## src/README_unused.sv

```systemverilog
// Intentionally empty

```

## src/mesr_pkg.sv

```systemverilog
// Constants, types and state layout of the motion event status register group
//
// Operation
// - Wake-up source byte shows live sleep state: 0 active, 1 inactive, reset 0.
// - Activity-change and free-fall flags set on their events, reset 0.
// - Wake-up flag with X, Y, Z cause flags, all reset 0.
// - Any-tap flag plus single-tap and double-tap type flags, reset 0.
// - Tap sign bit, 0 positive, 1 negative, plus per-axis tap flags.
// - Orientation change flag plus six axis high/low threshold flags.
// - Single-write-complete flag reported from the auxiliary master.
// - Four not-acknowledge flags, one per external target 0 to 3.
// - Aux cycle done reads 1 when concluded, 0 while pending.
// - Long-counter, significant motion, tilt and step status mirrored.
// - Eight state machine event bits, one per machine.
// - Four classifier bits in low nibble, upper nibble reads 0.
// - Read-only signed 8-bit oscillator trim, 0.13 percent per step.
// - Timestamp tick period is 1/(46080*(1+0.0013*trim)) seconds.
// - Output rate is 7680*(1+0.0013*trim)/coefficient, coefficient 1024..1.
// - Basic interrupts produced only while interrupt enable bit is 1.
// - Timestamp counter runs only while enabled; read as four bytes.
// - Summary source read clears latched flags unless keep bit is 1.
// - Inactivity policy 00 irq only, 01 accel low power, 10/11 gyro too.
// - Pin level stamped into LSB of selected axes of chosen sensor.
// - Level trigger, level latch and accel extension enables, extend default 0.
// - Enable pattern 10 selects level trigger, 11 level latched mode.
// - Inactive accel rate field: 1.875, 15, 30, 60 Hz.
// - Latch config 1 holds interrupt flags, 0 passes them through.
package mesr_pkg;

  // ************************************************************
  // Register addresses
  // ************************************************************
  localparam logic [7:0] ADDR_SUMMARY   = 8'h1d;
  localparam logic [7:0] ADDR_TS0       = 8'h40;
  localparam logic [7:0] ADDR_TS3       = 8'h43;
  localparam logic [7:0] ADDR_WAKE      = 8'h45;
  localparam logic [7:0] ADDR_TAP       = 8'h46;
  localparam logic [7:0] ADDR_ORIENT    = 8'h47;
  localparam logic [7:0] ADDR_AUX       = 8'h48;
  localparam logic [7:0] ADDR_EMB       = 8'h49;
  localparam logic [7:0] ADDR_SM        = 8'h4a;
  localparam logic [7:0] ADDR_CLASS     = 8'h4b;
  localparam logic [7:0] ADDR_TRIM      = 8'h4f;
  localparam logic [7:0] ADDR_FUNC      = 8'h50;
  localparam logic [7:0] ADDR_STAMP     = 8'h51;

  // ************************************************************
  // Fields, masks and reset values
  // ************************************************************
  localparam logic [7:0] FUNC_WMASK     = 8'hcb;
  localparam logic [7:0] FUNC_RESET     = 8'h00;
  localparam int         FUNC_IRQ_EN    = 7;
  localparam int         FUNC_TS_EN     = 6;
  localparam int         FUNC_KEEP      = 3;
  localparam int         FUNC_POL_MSB   = 1;
  localparam int         FUNC_POL_LSB   = 0;
  localparam logic [7:0] STAMP_WMASK    = 8'h7f;
  localparam logic [7:0] STAMP_RESET    = 8'h0e;
  localparam int         STAMP_TRIG     = 6;
  localparam int         STAMP_LATCH    = 5;
  localparam int         STAMP_EXT      = 4;
  localparam int         STAMP_X        = 3;
  localparam int         STAMP_Y        = 2;
  localparam int         STAMP_Z        = 1;
  localparam int         STAMP_SEL      = 0;

  // ************************************************************
  // Timing
  // ************************************************************
  localparam int         CLK_HZ         = 40_000_000;
  localparam int         TS_TICK_HZ     = 46080;
  localparam int         TS_DIV_CYCLES  = CLK_HZ / TS_TICK_HZ;
  localparam logic [9:0] TS_DIV_LAST    = 10'(TS_DIV_CYCLES - 1);

  // ************************************************************
  // Types
  // ************************************************************
  typedef enum logic [1:0] {STAMP_OFF, STAMP_LEVEL_TRIG, STAMP_LEVEL_LATCH} mesr_stamp_mode_t;
  typedef enum logic [1:0] {POL_IRQ_ONLY, POL_ACCEL_LP, POL_GYRO_SLEEP,
                            POL_GYRO_OFF} mesr_policy_t;

  typedef struct packed {
    logic       activity_change;
    logic       freefall;
    logic       wakeup;
    logic [2:0] wake_axes;
    logic       tap_any;
    logic       single_tap;
    logic       double_tap;
    logic       tap_sign;
    logic [2:0] tap_axes;
    logic       orient_change;
    logic [5:0] orient_axes;
  } mesr_motion_evt_t;

  typedef struct packed {
    logic       single_write_complete;
    logic [3:0] target_noack;
    logic       aux_cycle_done;
  } mesr_aux_status_t;

  typedef struct packed {
    logic        valid;
    logic [15:0] x;
    logic [15:0] y;
    logic [15:0] z;
  } mesr_axes_t;

  typedef struct packed {
    logic [5:0]  wake_flags;
    logic [6:0]  tap_flags;
    logic [6:0]  orient_flags;
    logic [7:0]  func_en;
    logic [7:0]  stamp_cfg;
    logic [31:0] ts_count;
    logic [9:0]  ts_div;
    logic [1:0]  pin_sync;
    logic        pin_held;
    logic [7:0]  rdata;
    logic [2:0]  power;
    logic        irq;
    mesr_axes_t  gyro_out;
    mesr_axes_t  accel_out;
  } mesr_state_t;

endpackage : mesr_pkg

```

## src/mesr_top.sv

```systemverilog
// Event status, function enable and stamping register group
`timescale 1ns/1ps
module mesr_top (
  input  wire logic                      clk_sys_i,
  input  wire logic                      nrst_i,
  input  wire logic [7:0]                reg_addr_i,
  input  wire logic                      reg_wr_i,
  input  wire logic [7:0]                reg_wdata_i,
  input  wire logic                      reg_rd_i,
  output      logic [7:0]                reg_rdata_o,
  input  wire mesr_pkg::mesr_motion_evt_t motion_evt_i,
  input  wire logic                      sleep_state_i,
  input  wire logic                      latch_irq_config_i,
  input  wire logic [1:0]                inactive_accel_rate_i,
  input  wire mesr_pkg::mesr_aux_status_t aux_status_i,
  input  wire logic [7:0]                embedded_status_i,
  input  wire logic [7:0]                state_machine_event_bits_i,
  input  wire logic [3:0]                classifier_event_bits_i,
  input  wire logic [7:0]                oscillator_trim_value_i,
  input  wire logic                      data_enable_stamp_pin_i,
  input  wire mesr_pkg::mesr_axes_t      gyro_sample_i,
  input  wire mesr_pkg::mesr_axes_t      accel_sample_i,
  output      mesr_pkg::mesr_axes_t      gyro_out_o,
  output      mesr_pkg::mesr_axes_t      accel_out_o,
  output      logic                      basic_irq_o,
  output      logic                      accel_low_power_o,
  output      logic                      gyro_sleep_o,
  output      logic                      gyro_power_down_o,
  output      logic [1:0]                accel_inactive_rate_o
);

  mesr_pkg::mesr_state_t      s_reg;
  mesr_pkg::mesr_state_t      s_next;
  mesr_pkg::mesr_stamp_mode_t stamp_mode;
  mesr_pkg::mesr_policy_t     policy;
  logic                       rd_sum_clr;
  logic                       clr_wake;
  logic                       clr_tap;
  logic                       clr_orient;
  logic                       irq_en;
  logic [5:0]                 ev_wake;
  logic [6:0]                 ev_tap;
  logic [6:0]                 ev_orient;
  logic                       stamp_val;
  logic                       stamp_gyro;
  logic                       stamp_accel;

  // ************************************************************
  // Decode of configuration
  // ************************************************************
  always_comb begin
    irq_en = s_reg.func_en[mesr_pkg::FUNC_IRQ_EN];
    policy = mesr_pkg::mesr_policy_t'(s_reg.func_en[mesr_pkg::FUNC_POL_MSB:
                                                    mesr_pkg::FUNC_POL_LSB]);
    if ({s_reg.stamp_cfg[mesr_pkg::STAMP_TRIG], s_reg.stamp_cfg[mesr_pkg::STAMP_LATCH]}
        == 2'b10) begin
      stamp_mode = mesr_pkg::STAMP_LEVEL_TRIG;
    end else if ({s_reg.stamp_cfg[mesr_pkg::STAMP_TRIG],
                  s_reg.stamp_cfg[mesr_pkg::STAMP_LATCH]} == 2'b11) begin
      stamp_mode = mesr_pkg::STAMP_LEVEL_LATCH;
    end else begin
      stamp_mode = mesr_pkg::STAMP_OFF;
    end
    // Pin level only, or any high since the last sample in latched mode
    stamp_val   = (stamp_mode == mesr_pkg::STAMP_LEVEL_LATCH) ?
                  (s_reg.pin_held | s_reg.pin_sync[1]) : s_reg.pin_sync[1];
    stamp_gyro  = (stamp_mode != mesr_pkg::STAMP_OFF) &&
                  !s_reg.stamp_cfg[mesr_pkg::STAMP_SEL];
    stamp_accel = (stamp_mode != mesr_pkg::STAMP_OFF) &&
                  (s_reg.stamp_cfg[mesr_pkg::STAMP_SEL] ||
                   s_reg.stamp_cfg[mesr_pkg::STAMP_EXT]);
  end

  // ************************************************************
  // Event gating and clear-on-read
  // ************************************************************
  always_comb begin
    // Detectors are masked while basic interrupts are off
    ev_wake   = {motion_evt_i.activity_change, motion_evt_i.freefall,
                 motion_evt_i.wakeup, motion_evt_i.wake_axes} & {6{irq_en}};
    ev_tap    = {motion_evt_i.tap_any, motion_evt_i.single_tap, motion_evt_i.double_tap,
                 motion_evt_i.tap_sign, motion_evt_i.tap_axes} & {7{irq_en}};
    ev_orient = {motion_evt_i.orient_change, motion_evt_i.orient_axes} & {7{irq_en}};
    rd_sum_clr = reg_rd_i && (reg_addr_i == mesr_pkg::ADDR_SUMMARY) &&
                 !s_reg.func_en[mesr_pkg::FUNC_KEEP];
    clr_wake   = rd_sum_clr || (reg_rd_i && (reg_addr_i == mesr_pkg::ADDR_WAKE));
    clr_tap    = rd_sum_clr || (reg_rd_i && (reg_addr_i == mesr_pkg::ADDR_TAP));
    clr_orient = rd_sum_clr || (reg_rd_i && (reg_addr_i == mesr_pkg::ADDR_ORIENT));
  end

  // ************************************************************
  // Next state
  // ************************************************************
  always_comb begin
    s_next = s_reg;

    // Set wins over a clear arriving in the same cycle
    if (latch_irq_config_i) begin
      s_next.wake_flags   = (s_reg.wake_flags & ~{6{clr_wake}}) | ev_wake;
      s_next.tap_flags    = (s_reg.tap_flags & ~{7{clr_tap}}) | ev_tap;
      s_next.orient_flags = (s_reg.orient_flags & ~{7{clr_orient}}) | ev_orient;
    end else begin
      s_next.wake_flags   = ev_wake;
      s_next.tap_flags    = ev_tap;
      s_next.orient_flags = ev_orient;
    end

    // Reserved bits are forced low whatever the host writes
    if (reg_wr_i && (reg_addr_i == mesr_pkg::ADDR_FUNC)) begin
      s_next.func_en = reg_wdata_i & mesr_pkg::FUNC_WMASK;
    end
    if (reg_wr_i && (reg_addr_i == mesr_pkg::ADDR_STAMP)) begin
      s_next.stamp_cfg = reg_wdata_i & mesr_pkg::STAMP_WMASK;
    end

    // Tick is the nominal rate; trim tells software the true period
    if (s_reg.func_en[mesr_pkg::FUNC_TS_EN]) begin
      if (s_reg.ts_div == mesr_pkg::TS_DIV_LAST) begin
        s_next.ts_div   = 10'h000;
        s_next.ts_count = s_reg.ts_count + 32'h0000_0001;
      end else begin
        s_next.ts_div = s_reg.ts_div + 10'h001;
      end
    end else begin
      s_next.ts_div = 10'h000;
    end

    s_next.pin_sync = {s_reg.pin_sync[0], data_enable_stamp_pin_i};
    s_next.pin_held = s_reg.pin_sync[1] |
                      (s_reg.pin_held & ~(gyro_sample_i.valid | accel_sample_i.valid));

    s_next.gyro_out.valid = gyro_sample_i.valid;
    if (gyro_sample_i.valid) begin
      s_next.gyro_out.x = gyro_sample_i.x;
      s_next.gyro_out.y = gyro_sample_i.y;
      s_next.gyro_out.z = gyro_sample_i.z;
      if (stamp_gyro && s_reg.stamp_cfg[mesr_pkg::STAMP_X]) begin
        s_next.gyro_out.x[0] = stamp_val;
      end
      if (stamp_gyro && s_reg.stamp_cfg[mesr_pkg::STAMP_Y]) begin
        s_next.gyro_out.y[0] = stamp_val;
      end
      if (stamp_gyro && s_reg.stamp_cfg[mesr_pkg::STAMP_Z]) begin
        s_next.gyro_out.z[0] = stamp_val;
      end
    end
    s_next.accel_out.valid = accel_sample_i.valid;
    if (accel_sample_i.valid) begin
      s_next.accel_out.x = accel_sample_i.x;
      s_next.accel_out.y = accel_sample_i.y;
      s_next.accel_out.z = accel_sample_i.z;
      if (stamp_accel && s_reg.stamp_cfg[mesr_pkg::STAMP_X]) begin
        s_next.accel_out.x[0] = stamp_val;
      end
      if (stamp_accel && s_reg.stamp_cfg[mesr_pkg::STAMP_Y]) begin
        s_next.accel_out.y[0] = stamp_val;
      end
      if (stamp_accel && s_reg.stamp_cfg[mesr_pkg::STAMP_Z]) begin
        s_next.accel_out.z[0] = stamp_val;
      end
    end

    // Power policy acts only while the device is inactive
    s_next.power[0] = sleep_state_i && (policy != mesr_pkg::POL_IRQ_ONLY);
    s_next.power[1] = sleep_state_i && (policy == mesr_pkg::POL_GYRO_SLEEP);
    s_next.power[2] = sleep_state_i && (policy == mesr_pkg::POL_GYRO_OFF);

    s_next.irq = irq_en && (s_reg.wake_flags[5] | s_reg.wake_flags[4] |
                            s_reg.wake_flags[3] | s_reg.tap_flags[6] |
                            s_reg.orient_flags[6]);

    // Read data; status registers ignore writes
    if (reg_addr_i == mesr_pkg::ADDR_SUMMARY) begin
      s_next.rdata = {2'b00, s_reg.wake_flags[5], s_reg.orient_flags[6],
                      s_reg.tap_flags[4], s_reg.tap_flags[5],
                      s_reg.wake_flags[3], s_reg.wake_flags[4]};
    end else if ((reg_addr_i >= mesr_pkg::ADDR_TS0) &&
                 (reg_addr_i <= mesr_pkg::ADDR_TS3)) begin
      s_next.rdata = 8'(s_reg.ts_count >> {reg_addr_i[1:0], 3'b000});
    end else if (reg_addr_i == mesr_pkg::ADDR_WAKE) begin
      s_next.rdata = {1'b0, s_reg.wake_flags[5:4], sleep_state_i,
                      s_reg.wake_flags[3:0]};
    end else if (reg_addr_i == mesr_pkg::ADDR_TAP) begin
      s_next.rdata = {1'b0, s_reg.tap_flags};
    end else if (reg_addr_i == mesr_pkg::ADDR_ORIENT) begin
      s_next.rdata = {1'b0, s_reg.orient_flags};
    end else if (reg_addr_i == mesr_pkg::ADDR_AUX) begin
      s_next.rdata = {aux_status_i.single_write_complete, aux_status_i.target_noack,
                      2'b00, aux_status_i.aux_cycle_done};
    end else if (reg_addr_i == mesr_pkg::ADDR_EMB) begin
      s_next.rdata = {embedded_status_i[7], 1'b0, embedded_status_i[5:3], 3'b000};
    end else if (reg_addr_i == mesr_pkg::ADDR_SM) begin
      s_next.rdata = state_machine_event_bits_i;
    end else if (reg_addr_i == mesr_pkg::ADDR_CLASS) begin
      s_next.rdata = {4'h0, classifier_event_bits_i};
    end else if (reg_addr_i == mesr_pkg::ADDR_TRIM) begin
      s_next.rdata = oscillator_trim_value_i;
    end else if (reg_addr_i == mesr_pkg::ADDR_FUNC) begin
      s_next.rdata = s_reg.func_en;
    end else if (reg_addr_i == mesr_pkg::ADDR_STAMP) begin
      s_next.rdata = s_reg.stamp_cfg;
    end else begin
      s_next.rdata = 8'h00;
    end
  end

  // ************************************************************
  // State register
  // ************************************************************
  always_ff @(posedge clk_sys_i) begin
    if (!nrst_i) begin
      s_reg           <= '0;
      s_reg.func_en   <= mesr_pkg::FUNC_RESET;
      s_reg.stamp_cfg <= mesr_pkg::STAMP_RESET;
    end else begin
      s_reg <= s_next;
    end
  end

  assign reg_rdata_o           = s_reg.rdata;
  assign gyro_out_o            = s_reg.gyro_out;
  assign accel_out_o           = s_reg.accel_out;
  assign basic_irq_o           = s_reg.irq;
  assign accel_low_power_o     = s_reg.power[0];
  assign gyro_sleep_o          = s_reg.power[1];
  assign gyro_power_down_o     = s_reg.power[2];
  assign accel_inactive_rate_o = inactive_accel_rate_i;

endmodule : mesr_top

```

## config.mk

```make
export PLATFORM = sky130hd
export DESIGN_NAME = mesr_top
export DESIGN_NICKNAME = d
export VERILOG_FILES = /design/src/README_unused.sv /design/src/mesr_pkg.sv /design/src/mesr_top.sv
export SDC_FILE = /design/constraint.sdc
export NUM_CORES = 1
export LEC_CHECK = 0
export BUFFER_PORTS_ARGS = -buffer_cell sky130_fd_sc_hd__buf_2
export CAP_MARGIN = 20
export CORE_UTILIZATION = 50
export CTS_CLUSTER_DIAMETER = 200
export DETAILED_ROUTE_END_ITERATION = 16
export GPL_TIMING_DRIVEN = 0
export PLACE_DENSITY = 0.79
export SLEW_MARGIN = 20
export SYNTH_ARGS = -nofsm -noshare
export SYNTH_HDL_FRONTEND = slang
export SYNTH_SLANG_ARGS = --single-unit
```

## constraint.sdc

```tcl
create_clock -name clk_sys_i -period 3.55 [get_ports clk_sys_i]
set_input_delay 0.1775 -clock clk_sys_i [delete_from_list [all_inputs] [get_ports clk_sys_i]]
set_output_delay 0.1775 -clock clk_sys_i [all_outputs]
set_load 0.02 [all_outputs]
```

==> impl_metrics.yaml, run 1 <==
clock_tree:
  cts_buffer_depth: 2
  cts_buffers: 17
  cts_root_buf: "clkbuf_16"
  cts.clk_slew.worst_paths_ps: 80
  cts_sinks: 187
  clock_latency_ps: 430
  cts_tree: "done"
  htreeDepth: 4
routing:
  drtIter0Drc: 618
  drt-total-wl_mm: 29.42
  dr.pass1.iters: 5
  drc: 0
  wl_per_cell_um: 18.53
  postRouteAntennaNets: 0
  vias_per_cell: 5.473
  vias: 8691
placement:
  hpwl_mm: 19.20
  preCtsSetupSlack_ps: 1266
  dpl_cell_area_um2: 10460
  place_congestion: 1.024
  io_buffers: 279
sta:
  rsz0062_at_grt: "no"
  whs_ps: -5.064
  min_period_ps: 2344
  relSlewSlack_pct: 45.41
  fin_crit_sh_pct: 66.04
  max_freq_ghz: 0.4266
  tightest_slew_ps: 818.8
  fin_tns_setup_ps: 0
  slew_violations: 0
  setup_slack_ps: 1206
  clock-skew-final_ps: 10.00
  hold_viol_final: 1
  setup_viol: 0
worst_setup_path:
  critical_path_class: "register to register"
  path_cells: "ha_1, nand2b_1, nor4_4, nand4_1, buf_2, clkbuf_1, o31ai_1, a21oi_1"
  max_stage_delay_ps: 410
  start_kind: "register"
  cp_top_family: "simple AND/OR/NAND/NOR gates"
  cp_slowest_cell: "nor4_4"
  cp_num_buf_inv: 2
  crit_path_max_fanout: 10
  cp_data_arrival_time_ps: 2630
  reg2regPathDepth: 8
  cp_num_cells: 8
  crit_path_end_kind: "register"
  cp.required_ps: 3840
yosys:
  synthTopCellsByArea: "dfxtp_1, mux2i_1, buf_4, nor2_1, a22o_1"
  ys_async_sr_fraction_pct: 0
  synth.area.mux_share_pct: 16.09
  yosysWarnings: 0
  synth_top_flop_cell: "dfxtp_1"
  seq_area_frac_synth_pct: 42.62
  synthAdderAreaFrac_pct: 0.2849
  ys_types: 62
  synth-seq-cells: 187
  synth_top_family_by_area: "simple AND/OR/NAND/NOR gates"
  synth_area_um2: 8785
  synth_edf_count: 0
  synthCells: 941
  synthTopCellsByCount: "dfxtp_1, nor2_1, mux2i_1"
  synth_top_cell_by_area: "dfxtp_1"
  synth_most_common_cell: "dfxtp_1"
  synth_top_area_share_pct: 42.62
  synth_xor_area_share_pct: 1.894
  synth_simple_gate_area_share_pct: 16.35
  synth_fp_nets: 1120
  synth_compound_area_share_pct: 10.67
  synth_area_per_cell_um2: 9.335
hold_path:
  hold_depth: 3
  min_path_type: "input port to register"
layout:
  multi_input_area_um2: 3979
  final_area_um2: 12120
  nNetsFinal: 1529
  register_area_um2: 3744
  drive_above_1_share_pct: 33.02
  postLayoutCoreUtil_pct: 70.34
  antenna_cells: 0
  fillCellCount: 1221
  largest_reg_flops: 73
  layout-area-overhead-vs-synth_pct: 38.01
power_and_ir_drop:
  ir_drop_mv: 0.3378
  p_leak_nw: 5.715
  powerDensity_nw_per_um2: 393.2
global_routing:
  grt_pass1_vias: 8916
  grt_overflow: 0
  grt_util_all_layers_pct: 32.16
  grt_pass1_wl_mm: 45.24
  grt_max_degree: 18
  antenna_found_initial: 0
floorplanning:
  pin_count: 289
  core_um2: 17240
  dieArea_um2: 18100
  die_h_um: 134.6
  die_w_um: 134.6
  rows: 48
  start_util_pct: 50.97
job:
  cap_violations: 0
outcome:
  status: "complete, but fails checks"
  failed_checks: "hold timing"
-- through the flow --
step                hold slack [ps]  std cells  total power [mW]
detailed placement            396.1       1445             2.860
global route                  14.42       1588             4.922
floorplan                     302.6        941             2.621
global placement              386.2       1445             2.847
CTS                           2.076       1588             4.748
finish                       -5.064       1588             4.767
-- worst min-delay path: stages --
cell and delay (ps):
buf_2 80, mux2i_1 60, nor2_1 80
-- power by group --
group | internal, mW | total, mW | switching (mW) | leakage, nW
Combinational | 0.366 | 0.740 | 0.374 | 3.92
Sequential | 2.17 | 2.21 | 0.0447 | 1.53
Clock | 0.933 | 1.82 | 0.883 | 0.269
-- kinds of logic (layout without fill, tap and decap cells) --
| group | after synthesis | after routing |
|---|---|---|
| compound gates | 139 | 139 |
| xor+xnor | 19 | 19 |
| fa+ha+maj | 2 | 2 |
| buf+inv | 173 | 595 |
| flops | 187 | 187 |
| mux | 130 | 130 |
| simple gates | 291 | 291 |
-- timing repair --
item / in CTS / in global routing
hold endpoints to repair: 113 / 0
gates resized for setup: 0 / 0
setup buffers: 0 / 0
hold buffers: 111 / 0
-- cells in the final DEF, fill, tap and decap left out, types with 5 or more instances in the layout --
master	count
or4_1	7
mux4_2	8
buf_1	13
dlygate4sd3_1	111
inv_1	10
or3_1	18
buf_2	285
o31ai_1	6
nor2_1	146
mux2i_1	112
nand2_1	34
o21ai_0	19
dfxtp_1	187
xor2_1	15
nor2b_1	6
nand4_1	11
clkbuf_1	34
a22o_1	21
a221oi_1	5
and2_1	11
o22ai_1	11
buf_4	108
and3_1	7
clkbuf_16	17
a31oi_1	7
nand2b_1	5
o21a_1	5
mux2_2	10
nand3_1	21
a21oi_1	36
-- per-layer routing --
layer  global-route usage, %  part of all wire [%]  wire (µm)  vias up
li1                        -                     -          -     4014
met1                   37.29                    39      11490     4037
met2                   54.72                    48      14060      514
met3                   7.545                   8.1       2395      126
met4                   17.92                   5.0       1485        0
met5                       0                     0          0        -
-- path summary, 6_finish.rpt --
path / start / end / slack, ps
max: s_reg[113]$_SDFF_PP0_ / s_reg[152]$_SDFFE_PN0P_ / 1210
min: gyro_sample_i[25] / gyro_out_o[25]$_SDFFE_PN0P_ / -5
max reg2reg: s_reg[113]$_SDFF_PP0_ / s_reg[152]$_SDFFE_PN0P_ / 1210
min reg2reg: s_next[112]$_SDFF_PN0_ / s_reg[112]$_SDFF_PN0_ / 440
-- area by class of cell --
cell class,count,area share [%]
multi-input cells,581,32.82
inverters,12,0.3715
clock inverters,14,0.9185
repair buffers,390,20.68
flip-flops and latches,187,30.88
clock buffers,18,3.622
well taps,225,2.322
plain buffers,161,8.390
(Power assumes the default switching activity.)
==> inputs of run 2 (changes only) <==
CORE_UTILIZATION = 46   (was 50)
PLACE_DENSITY = 0.77   (was 0.79)
clock period = 2 ns   (was 3.55 ns; I/O delays follow)
==> run 2 against run 1 <==
Effect of this change: the run now ends clean; cell count rose by 1.5%; clock skew rose by 4.6 ps; power rose by 83%; cell area rose by 2.4%; combinational power rose by 78%; sequential share of layout area fell by 0.60 points; flip-flop and latch count did not move; largest cell class unchanged; highest routed layer unchanged.
==> impl_metrics.yaml, run 2 (same netlist as run 1, synthesis figures left out) <==
outcome:
  status: "completed"
routing:
  vias: 8758
  drtIter0Drc: 468
  drt-total-wl_mm: 29.80
  postRouteAntennaNets: 0
  dr.pass1.iters: 5
  wl_met2_mm: 14.52
  highest_layer: "met4"
  route.met3.wl_mm: 2.245
  wl_per_cell_um: 18.49
  wl_met1_mm: 11.54
  drc: 0
  vias_per_cell: 5.433
global_routing:
  grt_pass1_vias: 8852
  grt_overflow: 0
  grt_max_degree: 20
  antenna_found_initial: 1
  grt_util_all_layers_pct: 29.74
  grt_pass1_wl_mm: 45.44
worst_setup_path:
  start_kind: "register"
  rrSetupSlack_ps: 40
  cp_data_arrival_time_ps: 2330
  crit_path_end_kind: "register"
  crit_path_max_fanout: 10
  cp.required_ps: 2370
  reg2regPathDepth: 7
  critical_path_class: "register to register"
floorplanning:
  die_w_um: 140.2
  start_util_pct: 46.96
  die_h_um: 140.2
  core_um2: 18710
  pin_count: 289
  rows: 50
  dieArea_um2: 19650
clock_tree:
  cts_sinks: 187
  htreeDepth: 4
  cts_buffer_depth: 2
  cts_tree: "done"
  cts_buffers: 17
  cts.clk_slew.worst_paths_ps: 70
  clock_latency_ps: 440
  cts_root_buf: "clkbuf_16"
layout:
  largest_reg_flops: 73
  drive_above_1_share_pct: 34.71
  layout_commonest_cell: "buf_2"
  layout-area-overhead-vs-synth_pct: 41.39
  final_cell_mix: "buf_2, dfxtp_1, nor2_1"
  fillCellCount: 1375
  nNetsFinal: 1543
sta:
  min_period_ps: 1959
  slew_violations: 0
  whs_ps: 43.49
  clock-skew-final_ps: 14.60
  setup_slack_ps: 41.18
  setup_viol: 0
  relSlewSlack_pct: 40.29
  fin_crit_sh_pct: 97.94
  max_freq_ghz: 0.5105
  tightest_slew_ps: 895.7
  hold_viol_final: 0
power_and_ir_drop:
  powerDensity_nw_per_um2: 700.7
  p_leak_nw: 5.838
  ir_drop_mv: 0.5630
placement:
  io_buffers: 279
  hpwl_mm: 19.83
  preCtsSetupSlack_ps: -355.6
  place_congestion: 0.9765
job:
  cap_violations: 0
hold_path:
  hold_depth: 4
  min_path_type: "input port to register"
run 2: cell types whose count changed in the layout (fill, tap and decap cells not counted), sizes merged:
cell | before | now
inv | 17 | 20
buf | 406 | 410
bufinv | 0 | 1
dlygate4sd3 | 111 | 120
clkinvlp | 3 | 0
diode | 0 | 1
run 2: per-layer routing:
| layer | GRT usage, % | up-vias |
|---|---|---|
| li1 | - | 4052 |
| met1 | 33.11 | 4083 |
| met2 | 51.61 | 516 |
| met3 | 7.521 | 107 |
| met4 | 17.12 | 0 |
| met5 | 0 | - |
run 2: power by group:
part	switching [mW]	total (mW)	internal, mW
Sequential	0.0796	3.92	3.84
Clock	1.67	3.46	1.79
Combinational	0.664	1.32	0.661
run 2: worst max-delay path: stages, from the launching register on:
cell	delay, ps
dfxtp_4	380
ha_4	160
nand2b_4	60
nor4_4	270
nand4_1	190
buf_6	190
or4_1	500
a21oi_2	150
run 2: metrics by stage:
stage                     power, mW  TNS (ps)  instances  area [µm²]  utilization (%)
after floorplan               4.653         0        941        8785                -
after global placement        5.058     -5586       1454       10470            55.99
after detailed placement      5.078     -7042       1454       10470            55.99
after CTS                     8.667         0       1609       12310            65.83
after global routing          8.966    -15.24       1611       12420            66.39
final                         8.704         0       1612       12420            66.40
run 2: path summary, 6_finish.rpt:
check,from,endpoint
setup / recovery,s_reg[113]$_SDFF_PP0_,s_reg[152]$_SDFFE_PN0P_
hold / removal,accel_sample_i[0],accel_out_o[0]$_SDFFE_PN0P_
setup reg to reg,s_reg[113]$_SDFF_PP0_,s_reg[152]$_SDFFE_PN0P_
hold reg to reg,s_next[112]$_SDFF_PN0_,s_reg[112]$_SDFF_PN0_
run 2: final cells by class:
| cell class | instances | area (µm²) | share of cell area [%] |
|---|---|---|---|
| Multi-Input combinational cell | 581 | 4051 | 32.62 |
| Sequential cell | 187 | 3761 | 30.28 |
| Timing Repair Buffer | 404 | 2639 | 21.25 |
| Buffer | 161 | 1035 | 8.331 |
| Clock buffer | 17 | 425.4 | 3.425 |
| Tap cell | 234 | 292.8 | 2.357 |
| Clock inverter | 15 | 168.9 | 1.360 |
| Inverter | 12 | 45.04 | 0.3626 |
| Antenna cell | 1 | 2.502 | 0.02015 |
run 2: timing repair:
item,4_1_cts,5_1_grt
hold buffers,120,0
pin swaps,1,7
gates resized for setup,8,30
endpoints found under the hold margin,126,0
setup buffers,3,2
setup endpoints to repair,29,23
==> inputs of run 3 (changes only) <==
MAX_ROUTING_LAYER = met4   (was not set)
==> run 3 against run 2 <==
Effect of this change: the flow now finishes with violations (setup timing); critical path depth did not move; combinational power barely moved; sequential share of layout area fell by 0.075 points; worst hold slack improved by 19 ps; clock skew fell by 2.7 ps; die area did not move; largest cell class unchanged; highest routed layer unchanged.
==> impl_metrics.yaml, run 3 (same netlist as run 1, synthesis figures left out) <==
routing:
  vias_per_cell: 5.367
  dr.pass1.iters: 7
  drtIter0Drc: 477
  wl_per_cell_um: 18.60
  postRouteAntennaNets: 0
  drc: 0
  drt-total-wl_mm: 30.05
  vias: 8667
floorplanning:
  pin_count: 289
  die_h_um: 140.2
  rows: 50
  die_w_um: 140.2
  dieArea_um2: 19650
  core_um2: 18710
  start_util_pct: 46.96
power_and_ir_drop:
  power_frac_comb_pct: 15.2
  power_switching_mw: 2.369
  powerDensity_nw_per_um2: 706.1
  p_clk_share_pct: 40.2
  p_sw_share_pct: 26.99
  ir_drop_mv: 0.6053
  p_leak_nw: 5.835
  seqPwrFrac_pct: 44.7
  internal_power_mw: 6.408
worst_setup_path:
  crit_path_max_fanout: 10
  cp.required_ps: 2360
  path_cells: "ha_4, nand2b_4, nor4_4, nand4_1, buf_6, or4_1, a21oi_1"
  cp_num_buf_inv: 1
  max_stage_delay_ps: 490
  cp_data_arrival_time_ps: 2420
  critical_path_class: "register to register"
  reg2regPathDepth: 7
  cp_slowest_cell: "or4_1"
  r2r-start: "s_reg[113]$_SDFF_PP0_"
  cp_top_family: "simple AND/OR/NAND/NOR gates"
  crit_path_end_kind: "register"
  start_kind: "register"
  rrSetupSlack_ps: -60
  r2r-end: "s_reg[146]$_SDFFE_PN0P_"
clock_tree:
  clock_latency_ps: 440
  cts_buffer_depth: 2
  cts_tree: "done"
  cts.clk_slew.worst_paths_ps: 70
  cts_buffers: 17
  cts_root_buf: "clkbuf_16"
  cts_sinks: 187
  htreeDepth: 4
layout:
  nNetsFinal: 1544
  largest_reg_flops: 73
  layout_commonest_cell: "buf_2"
  final_cell_mix: "buf_2, dfxtp_1, nor2_1"
  drive_above_1_share_pct: 34.40
  postLayoutCoreUtil_pct: 66.45
  final_area_um2: 12430
  layout-area-overhead-vs-synth_pct: 41.50
sta:
  slew_violations: 0
  max_freq_ghz: 0.4854
  tightest_slew_ps: 891.7
  rsz0062_at_grt: "yes"
  clock-skew-final_ps: 11.87
  setup_viol: 3
  fin_crit_sh_pct: 103.0
  setup_slack_ps: -60.27
  min_period_ps: 2060
  relSlewSlack_pct: 40.55
  hold_viol_final: 0
global_routing:
  grt_pass1_vias: 8803
  grt_util_all_layers_pct: 30.89
  grt_max_degree: 19
  antenna_found_initial: 2
  grt_pass1_wl_mm: 45.89
  grt_overflow: 0
outcome:
  failed_checks: "setup timing"
  status: "complete, but fails checks"
job:
  cap_violations: 0
hold_path:
  min_path_type: "input port to register"
  min-delay-start: "accel_sample_i[32]"
  hold_depth: 4
  hold_path_end: "accel_out_o[32]$_SDFFE_PN0P_"
placement:
  hpwl_mm: 19.83
  place_congestion: 0.9980
  io_buffers: 279
  dpl_cell_area_um2: 10470
[run 3: changes by cell type in the layout (fill, tap and decap cells not counted), moves of 3 or more]
cell,before,now
clkbuf_4,3,0
dfxtp_1,177,180
inv_6,5,2
o21ai_0,19,16
o21ai_1,1,4
[run 3: worst max path at each step]
stage	start	end	slack, ps	cells after the start
after floorplan	s_reg[113]$_SDFF_PP0_	s_reg[152]$_SDFFE_PN0P_	30	7
after global placement	s_reg[113]$_SDFF_PP0_	s_reg[152]$_SDFFE_PN0P_	-270	8
after detailed placement	s_reg[113]$_SDFF_PP0_	s_reg[152]$_SDFFE_PN0P_	-330	8
after CTS	s_reg[138]$_SDFFE_PN0P_	s_reg[147]$_SDFFE_PN0P_	2	5
after global routing	s_reg[113]$_SDFF_PP0_	s_reg[152]$_SDFFE_PN0P_	-150	7
final	s_reg[113]$_SDFF_PP0_	s_reg[146]$_SDFFE_PN0P_	-60	7
[run 3: area by class of cell]
class | count | area (µm²)
fillers | 1374 | 6275
flip-flops and latches | 187 | 3755
diodes | 3 | 7.507
plain buffers | 160 | 1028
inverters | 12 | 45.04
clock buffers | 18 | 429.2
repair buffers | 406 | 2658
multi-input cells | 581 | 4034
clock inverters | 14 | 181.4
well taps | 234 | 292.8
[run 3: per-stage QoR]
stage	cells	hold slack, ps	setup slack, ps	power (mW)	TNS [ps]
after CTS	1610	31.54	1.732	8.734	0
after detailed placement	1454	311.4	-325.1	5.080	-6653
after global routing	1614	61.86	-148.9	9.026	-844.5
after global placement	1454	306.4	-271.5	5.059	-6120
final	1615	62.22	-60.27	8.777	-111.2
after floorplan	941	225.1	26.09	4.653	0
[run 3: metal layers]
metal | share of wire, % | vias to the layer above | GRT usage [%]
met2 | 49 | 449 | 51.79
li1 | - | 4050 | -
met3 | 7.0 | 113 | 5.812
met1 | 39 | 4055 | 34.49
met5 | 0 | - | -
met4 | 4.9 | 0 | 17.76
[run 3: worst reg2reg max path, cell delays in order (launching register included)]
cell and delay, ps:
dfxtp_4 380, ha_4 160, nand2b_4 70, nor4_4 330, nand4_1 210, buf_6 190
or4_1 490, a21oi_1 160
[run 3: power by group through the flow]
stage	logic (mW)	clock network [mW]	registers (mW)
floorplan	0.680	0	3.97
global placement	1.07	0	3.99
detailed placement	1.09	0	3.99
CTS	1.28	3.55	3.91
global route	1.41	3.69	3.93
finish	1.33	3.53	3.92
[run 3: what timing repair did]
action                                 CTS  global route
setup endpoints to repair               29            29
hold buffers                           120             0
endpoints found under the hold margin  126             0
resized for setup                        9            24
setup buffers                            4             3
pin swaps                                3            15
cloned                                   0             0
